## src/common/src_pkg.sv

```systemverilog
// shared constants for the system reset controller
package src_pkg;
  // reset cause register bit positions
  localparam int CAUSE_POR = 0;
  localparam int CAUSE_PIN = 1;
  localparam int CAUSE_WDT = 2;
  localparam int CAUSE_LVR = 3;
  localparam int CAUSE_BOD = 4;
  localparam int CAUSE_SYS = 5;
  localparam int CAUSE_CPU = 7;
  localparam int CAUSE_LOCK = 8;
  localparam int CAUSE_W = 9;
  localparam logic [8:0] CAUSE_USED = 9'h1_BF;
  // software reset control bits
  localparam int SWR_CHIP = 0;
  localparam int SWR_CORE = 1;
  // core interrupt/reset control bit
  localparam int AIRC_SYSREQ = 2;
  // brown-out control register fields
  localparam int BODC_EN = 0;
  localparam int BODC_RSTEN = 3;
  localparam int BODC_LOW_VOLTAGE_RESET_ENABLE = 7;
  localparam int BODC_BDG_LO = 8;
  localparam int BODC_LDG_LO = 12;
  localparam int BODC_VL_LO = 16;
  localparam logic [31:0] BODC_RST = 32'h0000_0080;
  // user configuration word fields
  localparam int CFG_BROWNOUT_ENABLE = 19;
  localparam int CFG_BORST = 20;
  localparam int CFG_BOV_LO = 21;
  localparam int CFG_BS = 1;
  // timing at 25 MHz
  localparam int CLK_MHZ = 25;
  localparam int PIN_FILT_US = 32;
  localparam int PIN_FILT_CYC = PIN_FILT_US * CLK_MHZ;
  // deglitch select: 0 = off, n = 2^(n+3) cycles
  localparam int DG_BASE_LOG2 = 3;
  // clock settings reloaded by reset
  localparam logic [2:0] CLKSEL_RST = 3'h5;
  localparam logic [3:0] CLKDIV_RST = 4'h0;
  localparam logic [3:0] CLKDIV_SOFT = 4'h3;
endpackage

```

## src/design/src_filter.sv

```systemverilog
// persistence filter: output follows input after it holds for a time
`timescale 1ns/1ps
module src_filter #(
  parameter int CW = 16
) (
  input wire logic clk,
  input wire logic sys_rst,
  input wire logic init_val,
  input wire logic in_lvl,
  input wire logic bypass,
  input wire logic [CW-1:0] limit,
  output logic out_lvl
);
  logic out_q;
  logic [CW-1:0] cnt_q;
  wire logic differ = (in_lvl != out_q);
  wire logic done = (cnt_q >= limit);

  always_ff @(posedge clk) begin
    if (sys_rst) begin
      out_q <= init_val;
      cnt_q <= '0;
    end else if (!differ) begin
      cnt_q <= '0;
    end else if (bypass || done) begin
      out_q <= in_lvl;
      cnt_q <= '0;
    end else begin
      cnt_q <= cnt_q + 1'b1;
    end
  end
  assign out_lvl = out_q;
endmodule

```

## src/design/src_reset_ctrl.sv

```systemverilog
// system reset controller: sources, filters, hold, cause flags, reloads
`timescale 1ns/1ps
// Operation
// - each source sets its own cause bit, except chip reset, which sets the power-on bit
// - core-only reset spares peripherals; others reset all
// - pin low over filter time asserts reset
// - hold reset until pin high over filter
// - hold reset until core supply ready; flag
// - power-on flag cleared by writing one
// - enabled low-voltage persisting past deglitch resets
// - low-voltage absent past deglitch before release
// - low-voltage reset enabled, deglitch off, at reset
// - enabled brown-out persisting past deglitch resets
// - brown-out absent past deglitch before release
// - brown-out defaults load from configuration word
// - core lockup raises a lockup reset
// - lockup ignored while in debug mode
// - core-reset bit resets only the core
// - chip-reset bit acts like power-on reset
// - chip reset reloads boot select from config
// - system request resets, keeps boot select
// - unaffected registers keep value through reset
module src_reset_ctrl #(
  parameter int PIN_CYC = src_pkg::PIN_FILT_CYC,
  parameter int CW = 16,
  parameter int HOLD_CYC = 16
) (
  input wire logic clk,
  input wire logic sys_rst,
  input wire logic supply_ready,
  input wire logic external_reset_pin_n,
  input wire logic watchdog_reset,
  input wire logic low_voltage_ind,
  input wire logic brownout_ind,
  input wire logic core_lockup,
  input wire logic debug_mode,
  input wire logic [31:0] user_configuration_word,
  input wire logic [31:0] software_reset_control_wdata,
  input wire logic software_reset_control_we,
  input wire logic [31:0] core_interrupt_reset_control_wdata,
  input wire logic core_interrupt_reset_control_we,
  input wire logic [31:0] brownout_control_wdata,
  input wire logic brownout_control_we,
  input wire logic [8:0] cause_clear_wdata,
  input wire logic cause_clear_we,
  input wire logic boot_select_wdata,
  input wire logic boot_select_we,
  output logic core_reset,
  output logic periph_reset,
  output logic [8:0] reset_cause_register,
  output logic [31:0] software_reset_control,
  output logic [31:0] brownout_control_register,
  output logic [2:0] brownout_level_select,
  output logic boot_select,
  output logic [2:0] system_clock_source_select,
  output logic [3:0] system_clock_divider
);
  typedef enum logic [1:0] {SRC_RUN, SRC_HOLD, SRC_WAIT} src_state_t;

  // two-flop synchronisers for pin and analog indications
  logic [1:0] pin_s_q, ok_s_q, lv_s_q, bod_s_q, wd_s_q, lk_s_q;
  always_ff @(posedge clk) begin
    if (sys_rst) begin
      pin_s_q <= 2'h3;
      ok_s_q <= 2'h0;
      lv_s_q <= 2'h0;
      bod_s_q <= 2'h0;
      wd_s_q <= 2'h0;
      lk_s_q <= 2'h0;
    end else begin
      pin_s_q <= {pin_s_q[0], external_reset_pin_n};
      ok_s_q <= {ok_s_q[0], supply_ready};
      lv_s_q <= {lv_s_q[0], low_voltage_ind};
      bod_s_q <= {bod_s_q[0], brownout_ind};
      wd_s_q <= {wd_s_q[0], watchdog_reset};
      lk_s_q <= {lk_s_q[0], core_lockup};
    end
  end

  logic [31:0] bodc_q, bodc_d;
  wire logic lvr_en = bodc_q[src_pkg::BODC_LOW_VOLTAGE_RESET_ENABLE];
  wire logic bod_en = bodc_q[src_pkg::BODC_EN];
  wire logic bod_rsten = bodc_q[src_pkg::BODC_RSTEN];
  wire logic [2:0] lvr_dg = bodc_q[src_pkg::BODC_LDG_LO +: 3];
  wire logic [2:0] bod_dg = bodc_q[src_pkg::BODC_BDG_LO +: 3];
  wire logic [CW-1:0] lvr_lim =
    CW'((32'd1 << (lvr_dg + src_pkg::DG_BASE_LOG2)) - 1);
  wire logic [CW-1:0] bod_lim =
    CW'((32'd1 << (bod_dg + src_pkg::DG_BASE_LOG2)) - 1);
  wire logic [CW-1:0] pin_lim = CW'(PIN_CYC);

  logic pin_low, lv_f, bod_f;
  // pin low/high must each persist past the glitch time
  src_filter #(.CW(CW)) u_pin (
    .clk(clk),
    .sys_rst(sys_rst),
    .init_val(1'b0),
    .in_lvl(~pin_s_q[1]),
    .bypass(1'b0),
    .limit(pin_lim),
    .out_lvl(pin_low)
  );
  src_filter #(.CW(CW)) u_lvr (
    .clk(clk),
    .sys_rst(sys_rst),
    .init_val(1'b0),
    .in_lvl(lv_s_q[1] & lvr_en),
    .bypass(lvr_dg == 3'h0),
    .limit(lvr_lim),
    .out_lvl(lv_f)
  );
  src_filter #(.CW(CW)) u_bod (
    .clk(clk),
    .sys_rst(sys_rst),
    .init_val(1'b0),
    .in_lvl(bod_s_q[1] & bod_en),
    .bypass(bod_dg == 3'h0),
    .limit(bod_lim),
    .out_lvl(bod_f)
  );

  // level-type sources hold reset while active
  wire logic por_act = ~ok_s_q[1];
  wire logic lvr_act = lv_f;
  wire logic bod_act = bod_f & bod_rsten;
  wire logic lock_ev = lk_s_q[1] & ~debug_mode;
  wire logic chip_ev = software_reset_control_we &
    software_reset_control_wdata[src_pkg::SWR_CHIP];
  wire logic core_ev = software_reset_control_we &
    software_reset_control_wdata[src_pkg::SWR_CORE];
  wire logic sys_ev = core_interrupt_reset_control_we &
    core_interrupt_reset_control_wdata[src_pkg::AIRC_SYSREQ];
  wire logic wdt_ev = wd_s_q[1];

  logic [8:0] ev;
  always_comb begin
    ev = '0;
    ev[src_pkg::CAUSE_POR] = por_act | chip_ev;
    ev[src_pkg::CAUSE_PIN] = pin_low;
    ev[src_pkg::CAUSE_WDT] = wdt_ev;
    ev[src_pkg::CAUSE_LVR] = lvr_act;
    ev[src_pkg::CAUSE_BOD] = bod_act;
    ev[src_pkg::CAUSE_SYS] = sys_ev;
    ev[src_pkg::CAUSE_CPU] = core_ev;
    ev[src_pkg::CAUSE_LOCK] = lock_ev;
  end
  wire logic full_lvl = por_act | pin_low | lvr_act | bod_act;
  wire logic full_pulse = wdt_ev | lock_ev | chip_ev | sys_ev;
  wire logic full_any = full_lvl | full_pulse;
  // reloads: a full reset that is not the system request is a chip reset
  wire logic chip_class = full_lvl | wdt_ev | lock_ev | chip_ev;
  wire logic bod_reload = chip_class & ~bod_act | sys_ev;
  wire logic div3_src = lock_ev | sys_ev;

  src_state_t st_q, st_d;
  logic [7:0] hold_q, hold_d;
  logic core_only_q, core_only_d;
  always_comb begin
    st_d = st_q;
    hold_d = hold_q;
    core_only_d = core_only_q;
    unique case (st_q)
      SRC_RUN: begin
        if (full_any) begin
          st_d = SRC_HOLD;
          core_only_d = 1'b0;
          hold_d = 8'(HOLD_CYC);
        end else if (core_ev) begin
          st_d = SRC_HOLD;
          core_only_d = 1'b1;
          hold_d = 8'(HOLD_CYC);
        end
      end
      SRC_HOLD: begin
        if (full_any) begin
          core_only_d = 1'b0;
        end
        // short pulse sources get a fixed hold; levels stretch it
        if (full_lvl) begin
          hold_d = 8'(HOLD_CYC);
        end else if (hold_q != 8'h00) begin
          hold_d = hold_q - 8'h01;
        end else begin
          st_d = SRC_WAIT;
        end
      end
      SRC_WAIT: begin
        st_d = full_any ? SRC_HOLD : SRC_RUN;
        hold_d = 8'(HOLD_CYC);
      end
    endcase
  end

  logic [8:0] cause_q, cause_d;
  always_comb begin
    // set wins over a simultaneous write-one clear
    cause_d = cause_q;
    if (cause_clear_we) begin
      cause_d = cause_q & ~cause_clear_wdata;
    end
    cause_d = (cause_d | ev) & src_pkg::CAUSE_USED;
  end

  always_comb begin
    bodc_d = bodc_q;
    if (brownout_control_we) begin
      bodc_d = brownout_control_wdata;
    end
    if (bod_reload) begin
      bodc_d[src_pkg::BODC_EN] =
        user_configuration_word[src_pkg::CFG_BROWNOUT_ENABLE];
      bodc_d[src_pkg::BODC_RSTEN] =
        user_configuration_word[src_pkg::CFG_BORST];
      bodc_d[src_pkg::BODC_VL_LO +: 3] =
        user_configuration_word[src_pkg::CFG_BOV_LO +: 3];
    end
  end

  logic bs_q;
  logic cfg_init_q;
  logic [2:0] clksel_q;
  logic [3:0] clkdiv_q;
  always_ff @(posedge clk) begin
    if (sys_rst) begin
      st_q <= SRC_HOLD;
      hold_q <= 8'(HOLD_CYC);
      core_only_q <= 1'b0;
      cause_q <= 9'h0_01;
      bodc_q <= src_pkg::BODC_RST;
      bs_q <= 1'b0;
      cfg_init_q <= 1'b1;
      clksel_q <= src_pkg::CLKSEL_RST;
      clkdiv_q <= src_pkg::CLKDIV_RST;
    end else begin
      st_q <= st_d;
      hold_q <= hold_d;
      core_only_q <= core_only_d;
      cause_q <= cause_d;
      cfg_init_q <= 1'b0;
      // configuration captured after release, never under reset
      if (cfg_init_q) begin
        bodc_q <= bodc_d;
        bodc_q[src_pkg::BODC_EN] <=
          user_configuration_word[src_pkg::CFG_BROWNOUT_ENABLE];
        bodc_q[src_pkg::BODC_RSTEN] <=
          user_configuration_word[src_pkg::CFG_BORST];
        bodc_q[src_pkg::BODC_VL_LO +: 3] <=
          user_configuration_word[src_pkg::CFG_BOV_LO +: 3];
      end else begin
        bodc_q <= bodc_d;
      end
      if (cfg_init_q || chip_class) begin
        bs_q <= user_configuration_word[src_pkg::CFG_BS];
      end else if (boot_select_we) begin
        bs_q <= boot_select_wdata;
      end
      // core-only reset leaves every setting alone
      if (full_any) begin
        clksel_q <= src_pkg::CLKSEL_RST;
        clkdiv_q <= div3_src ? src_pkg::CLKDIV_SOFT : src_pkg::CLKDIV_RST;
      end
    end
  end

  wire logic in_reset = (st_q != SRC_RUN);
  assign core_reset = in_reset;
  assign periph_reset = in_reset & ~core_only_q;
  assign reset_cause_register = cause_q;
  assign software_reset_control = 32'h0000_0000;  // self-clearing
  assign brownout_control_register = bodc_q;
  assign brownout_level_select = bodc_q[src_pkg::BODC_VL_LO +: 3];
  assign boot_select = bs_q;
  assign system_clock_source_select = clksel_q;
  assign system_clock_divider = clkdiv_q;
endmodule

```

## config.mk

```make
export PLATFORM = sky130hd
export DESIGN_NAME = src_reset_ctrl
export DESIGN_NICKNAME = d
export VERILOG_FILES = /design/src/common/src_pkg.sv /design/src/design/src_filter.sv /design/src/design/src_reset_ctrl.sv
export SDC_FILE = /design/constraint.sdc
export NUM_CORES = 1
export LEC_CHECK = 0
export BUFFER_PORTS_ARGS = -buffer_cell sky130_fd_sc_hd__buf_2
export CAP_MARGIN = 15
export CORE_MARGIN = 8
export CORE_UTILIZATION = 30
export CTS_CLUSTER_SIZE = 16
export DETAILED_ROUTE_END_ITERATION = 10
export HOLD_SLACK_MARGIN = 0.1
export MAX_ROUTING_LAYER = met4
export PLACE_DENSITY_LB_ADDON = 0.05
export SLEW_MARGIN = 20
export SYNTH_ARGS = -nofsm -noshare
export SYNTH_HDL_FRONTEND = slang
export SYNTH_SLANG_ARGS = --single-unit
```

## constraint.sdc

```tcl
create_clock -name clk -period 2.9 [get_ports clk]
set_input_delay 0.145 -clock clk [delete_from_list [all_inputs] [get_ports clk]]
set_output_delay 0.145 -clock clk [all_outputs]
set_load 0.01 [all_outputs]
```

==> results of run 1 <==
-- state kept, by name, indices dropped and copies added, names as in the netlist, 2 cells and up --
register,cells
wd_s_q,2
reset_cause_register,8
lv_s_q,2
brownout_control_register,32
u_bod.cnt_q,16
pin_s_q,2
bod_s_q,2
ok_s_q,2
lk_s_q,2
u_pin.cnt_q,16
hold_q,8
st_q,2
u_lvr.cnt_q,16
-- kinds of logic (layout without fill, tap and decap cells) --
family	after synthesis	after routing	synth area share, %
AO/OA/AOI/OAI	70	70	9.12
XOR/XNOR	38	38	6.07
adder cells (fa/ha/maj)	30	30	6.84
buffers and inverters	76	222	8.46
flip-flops	117	117	42.7
multiplexers	34	34	6.20
other	2	54	0.137
AND/OR/NAND/NOR	219	219	20.5
-- per-layer routing --
layer | vias up | global-route usage [%] | share of wire (%)
met5 | - | - | 0
met4 | 0 | 5.10 | 1.5
met3 | 19 | 3.56 | 6.2
met2 | 103 | 19.6 | 47
met1 | 2032 | 14.3 | 45
li1 | 2277 | - | -
-- cell usage after synthesis (2+ instances only) --
cell,number
a21o_1,3
mux2i_1,34
xnor2_1,20
nand4_4,2
o211ai_1,2
nor2b_1,12
and4_1,4
nor2_2,8
nand2_1,37
o31ai_1,4
nand2b_1,5
xor2_1,18
a211oi_1,10
buf_4,42
and3_1,4
nor4_1,4
o21a_1,2
buf_6,2
dfxtp_1,117
clkbuf_1,10
inv_1,15
nor3_1,7
buf_2,5
a21oi_1,24
o21ai_0,9
nand4_1,9
a21oi_2,2
nor2_1,89
conb_1,2
or2_2,2
a31oi_1,4
buf_1,2
or4_1,3
ha_1,30
nand3_1,20
or3_1,4
-- worst max path at each step --
stage | depth (start not counted) | to
6_report | 6 | brownout_control_register[3]
5_1_grt | 6 | brownout_control_register[3]
4_1_cts | 6 | brownout_control_register[0]
3_5_place_dp | 9 | u_lvr.cnt_q[6]
3_3_place_gp | 9 | u_lvr.cnt_q[3]
2_1_floorplan | 9 | u_lvr.cnt_q[10]
-- power by group --
part	switching [mW]	internal (mW)	total (mW)
combinational	0.186	0.180	0.366
clock	0.798	1.27	2.06
sequential	0.0362	1.66	1.70
total	1.02	3.11	4.13
-- per-stage QoR --
step / setup WS [ns] / area [um^2] / std cells / hold WS (ns) / utilization (%)
after floorplan: 0.733 / 5680 / 638 / 0.173 / -
after global placement: 0.609 / 6160 / 923 / 0.343 / 34.3
after detailed placement: 0.670 / 6160 / 923 / 0.342 / 34.3
after CTS: 0.413 / 7330 / 1013 / 0.108 / 40.8
after global routing: 0.303 / 7330 / 1013 / 0.131 / 40.8
final: 0.447 / 7330 / 1013 / 0.113 / 40.8
-- critical path: stages, from the launching register on --
cell and delay, ns:
dfxtp_1 0.40, a211oi_4 0.33, nand4_4 0.17, a221oi_4 0.60
nor2_1 0.10, a211oi_1 0.22, dlygate4sd3_1 0.57
-- what timing repair did --
action,4_1_cts,5_1_grt
hold endpoints to repair,48,0
buffers inserted,0,0
hold buffers,58,0
-- final cells by class --
cell class | instances | area [um^2]
timing repair buffer | 175 | 1180
inverter | 15 | 56.3
tap | 229 | 287
clock inverter | 15 | 159
sequential | 117 | 2340
clock buffer | 17 | 425
multi-input combinational | 445 | 2880
fill | 1788 | 10600
==> flow_summary.ini, run 1 <==
[run_status]
status = finished, final reports clean

[clock_network]
clock_sinks = 117
cts_max_level = 4
cts_buffer_depth = 2
root_buffer = clkbuf_16
cts_buffers = 17
clk_pin_slew_ns = 0.06
cts_resized = 0
clk_latency_ns = 0.42
cts_tree = done

[power]
peakVddDrop_v = 0.000398
power_leakage_nw = 3.18
powerDensity_nw_per_um2 = 563
p_total_mw = 4.13

[worst_setup_path]
path_class = register to register
worst_setup_path_end_kind = register
reg2reg_slack_ns = 0.45
crit_arrival_ns = 2.81
start_kind = register
cp_data_required_time_ns = 3.26
critPathMaxFanout = 10
regToRegEndpoint = brownout_control_register[3]
cp-startpoint = u_lvr.out_lvl
regToRegStartpoint = u_lvr.out_lvl
worst-r2r-cell-count = 6

[placement]
port_buffers = 111
dp.final_hpwl_um = 10000
globalplace.congestion = 0.727

[sta]
tightest_slew_ns = 0.642
finalMaxSlewViolations = 0
hold_viol = 0
fin_crit_sh_pct = 84.6
fin_setup_tns_ns = 0
min_period_ns = 2.45
setup_viol = 0
fin_skew_ns = 0.00688
fmax_ghz = 0.408
relSlewSlack_pct = 57.2
grt_setup_unrepaired = no

[synthesis]
synth_flop_cell = dfxtp_1
syn_avg_cell_area_um2 = 9.36
synth_seq_cells = 117
yosysTopAreaCell = dfxtp_1
syn_inst = 586
syn_area_um2 = 5490
ys_types = 55
synth_top_area_share_pct = 42.7
async_reset_ff_share_pct = 0
synth-seq-area-share_pct = 42.7
yosys-top-cells-area = dfxtp_1 (43%), ha_1 (6.8%), mux2i_1 (6.2%), nor2_1 (6.1%), buf_4 (5.7%)
synth-edff-count = 0
synth-warning-count = 0

[global_route]
track_usage_pct = 12.3
grt_pass1_wl_um = 21500
grt_antenna_before_repair = 0
grt_max_degree = 36
first_global_vias = 4513
overflow = 0

[finish]
area_growth_pct = 33.5
final_cell_mix = dfxtp_1 (117), buf_2 (111), nor2_1 (89), dlygate4sd3_1 (58), conb_1 (54)
final_common_cell = dfxtp_1
nets = 953
drive_gt1_share_pct = 21.8
n_antenna_cell = 0

[routing]
wire_per_inst_um = 13.3
vias = 4431
antenna_left = 0
initialDrtViolationCount = 180
drcViolationCount = 0
dr.pass1.iters = 4
viasPerCell = 4.37
wl_um = 13500

[floorplanning]
die_x_um = 151
core-area_um2 = 18000
die_h_um = 151
std_cell_rows = 49
die_area_um2 = 22900
initial_core_util_pct = 30.5
ios = 238

[min_path]
holdPathEnd = brownout_control_register[7]
whs_path_depth = 3
hold_start = sys_rst
min_path_type = input pin to register

[job]
cap_violations = 0
Power figures use the tool's default switching activity.
==> inputs of run 2 (changes only) <==
Settings changed: ABC_AREA set to 1.
Clock period 2.9 ns to 2 ns, I/O delays scaled along.
==> run 2 against run 1 <==
Maximum frequency is 27% higher. Design area is 8.7% higher. Sequential power is 45% higher. Critical path type unchanged. Largest power group unchanged.
==> flow_summary.ini, run 2 <==
[run_status]
status = finished, final reports clean

[global_route]
track_usage_pct = 13.0
grt_max_degree = 33
grt_antenna_before_repair = 0
grt_pass1_wl_um = 24500
overflow = 0
first_global_vias = 5222

[placement]
placed_cells = 1090
globalplace.congestion = 0.793
dp.final_hpwl_um = 10500
port_buffers = 111
place_area_um2 = 6430

[worst_setup_path]
regToRegEndpoint = u_bod.out_lvl
start_kind = register
max_stage_delay_ns = 0.35
crit_chain = nor2_2 -> inv_2 -> nand2_1 -> buf_4 -> ha_4 -> a21o_1 -> nor2_1 -> nand2_1 -> nand2_1 -> nand4_1 -> buf_6 -> nand2_2 -> nand2_1 -> nor2_1
reg2reg_slack_ns = 0.07
cp_data_required_time_ns = 2.34
crit_path_frequent_cell = nand2_1
path_class = register to register
worst_setup_path_end_kind = register
critPathMaxFanout = 5
worst-r2r-cell-count = 14
slowest_stage = dfxtp_4
crit_arrival_ns = 2.27
regToRegStartpoint = brownout_control_register[8]

[clock_network]
cts_buffer_depth = 2
clk_pin_slew_ns = 0.06
clk_latency_ns = 0.41
cts_max_level = 4
clock_sinks = 117
cts_tree = done
root_buffer = clkbuf_16
cts_buffers = 17

[routing]
wire_per_inst_um = 12.3
vias = 5120
dr.pass1.iters = 4
viasPerCell = 4.29
drcViolationCount = 0
initialDrtViolationCount = 155
wl_met2_um = 6540
antenna_left = 0
top_layer_used = met4
wl_met1_um = 6820
dr_wl_met3_um = 1040
wl_um = 14600

[sta]
fmax_ghz = 0.519
relSlewSlack_pct = 55.9
hold_viol = 0
fin_crit_sh_pct = 96.3
min_period_ns = 1.93
setup_viol = 0
finalMaxSlewViolations = 0
grt_setup_unrepaired = yes
fin_skew_ns = 0.00872
tightest_slew_ns = 0.658

[synthesis]
synth-seq-area-share_pct = 41.5
synth-edff-count = 0
synth_seq_cells = 117
synth_top_area_share_pct = 41.5
async_reset_ff_share_pct = 0
synth_common_cells = nor2_1 (130), dfxtp_1 (117), nand2_1 (111)
yosysTopAreaCell = dfxtp_1
syn_area_um2 = 5650
syn_avg_cell_area_um2 = 7.67
ys_types = 42
synth_flop_cell = dfxtp_1
synth-warning-count = 0
yosysMostFrequentCell = nor2_1
yosys-top-cells-area = dfxtp_1 (41%), nor2_1 (8.6%), nand2_1 (7.4%), ha_1 (6.6%), buf_4 (5.6%)
syn_inst = 736

[floorplanning]
std_cell_rows = 50
initial_core_util_pct = 30.4
core-area_um2 = 18600
die_h_um = 153
ios = 238
die_x_um = 153
die_area_um2 = 23500

[power]
p_total_mw = 6.12
peakVddDrop_v = 0.000595
powerDensity_nw_per_um2 = 769
power_leakage_nw = 3.61

[finish]
nets = 1128
n_antenna_cell = 0
final_common_cell = nor2_1
final_cell_mix = nor2_1 (116), buf_2 (112), dfxtp_1 (111), nand2_1 (107), inv_1 (72)
area_growth_pct = 41.0
drive_gt1_share_pct = 24.4
largest_reg_flops = 32
stdcell_count = 1193
fin_area_um2 = 7960

[min_path]
min_path_type = input pin to register
whs_path_depth = 3
holdPathEnd = brownout_control_register[10]
hold_start = brownout_control_we

[job]
cap_violations = 0
## run 2: cell types whose count changed after synthesis, moves of 7 or more
cell	change
nor2_1	+41
nand2_1	+74
inv_1	+60
a21oi_1	+10
nor3_1	+12
mux2i_1	-33
nand4_1	+7
nor2b_1	-12
o21ai_0	+25
a211oi_1	-9
nor2_4	+10
xnor2_1	-14
nand3_1	+8
## run 2: where the power goes
group / leakage [nW] / internal, mW / total [mW] / switching [mW]
clock network: 0.284 / 1.84 / 3.00 / 1.16
registers: 0.963 / 2.41 / 2.47 / 0.0522
logic: 2.37 / 0.308 / 0.660 / 0.352
## run 2: worst max-delay path by stage
stage / cells after the start / from / end
final: 14 / brownout_control_register[8] / u_bod.out_lvl
after global routing: 14 / brownout_control_register[9] / u_bod.out_lvl
after CTS: 13 / brownout_control_register[9] / u_bod.out_lvl
after detailed placement: 13 / brownout_control_register[9] / u_bod.out_lvl
after global placement: 13 / brownout_control_register[9] / u_bod.out_lvl
after floorplan: 13 / brownout_control_register[13] / u_lvr.cnt_q[6]
## run 2: critical path: cells and delay by family (launching register included)
kind,cells,cell delay (ns)
fa+ha+maj,1,0.19
simple gates,9,0.76
flops,1,0.35
buf+inv,3,0.39
compound gates,1,0.17
## run 2: layout make-up
class                   instances  area [um^2]
fillers                      1859        10600
multi-input cells             529         2980
flip-flops and latches        117         2360
repair buffers                202         1440
clock buffers                  17          425
inverters                      79          297
well taps                     234          293
clock inverters                15          156
## run 2: per-layer routing
layer  track usage, %  vias up
met5                -        -
met4             5.04        0
met3             4.57       22
met2             20.2      162
met1             15.2     2260
li1                 -     2676
## run 2: per-stage QoR
stage / hold slack [ns] / worst slack [ns] / TNS, ns / utilization (%)
after floorplan: 0.128 / 0.0676 / 0 / -
after global placement: 0.291 / 0.00940 / 0 / 34.6
after detailed placement: 0.297 / -0.0409 / -0.0438 / 34.6
after CTS: 0.111 / 0.00151 / 0 / 41.5
after global routing: 0.148 / -0.132 / -1.38 / 42.8
final: 0.114 / 0.0737 / 0 / 42.8
## run 2: what timing repair did
action	in CTS	in global routing
pin swaps	0	6
setup endpoints to repair	3	31
setup buffers	0	1
gates cloned	0	2
gates resized for setup	3	55
hold buffers	68	0
hold endpoints to repair	50	0
## run 2: kinds of logic after synthesis
group / share of synthesized area (%)
multiplexers: 0.177
AO/OA/AOI/OAI: 8.11
buffers and inverters: 12.7
adder cells (fa/ha/maj): 6.65
AND/OR/NAND/NOR: 26.6
other: 0.133
flip-flops: 41.5
XOR/XNOR: 4.19
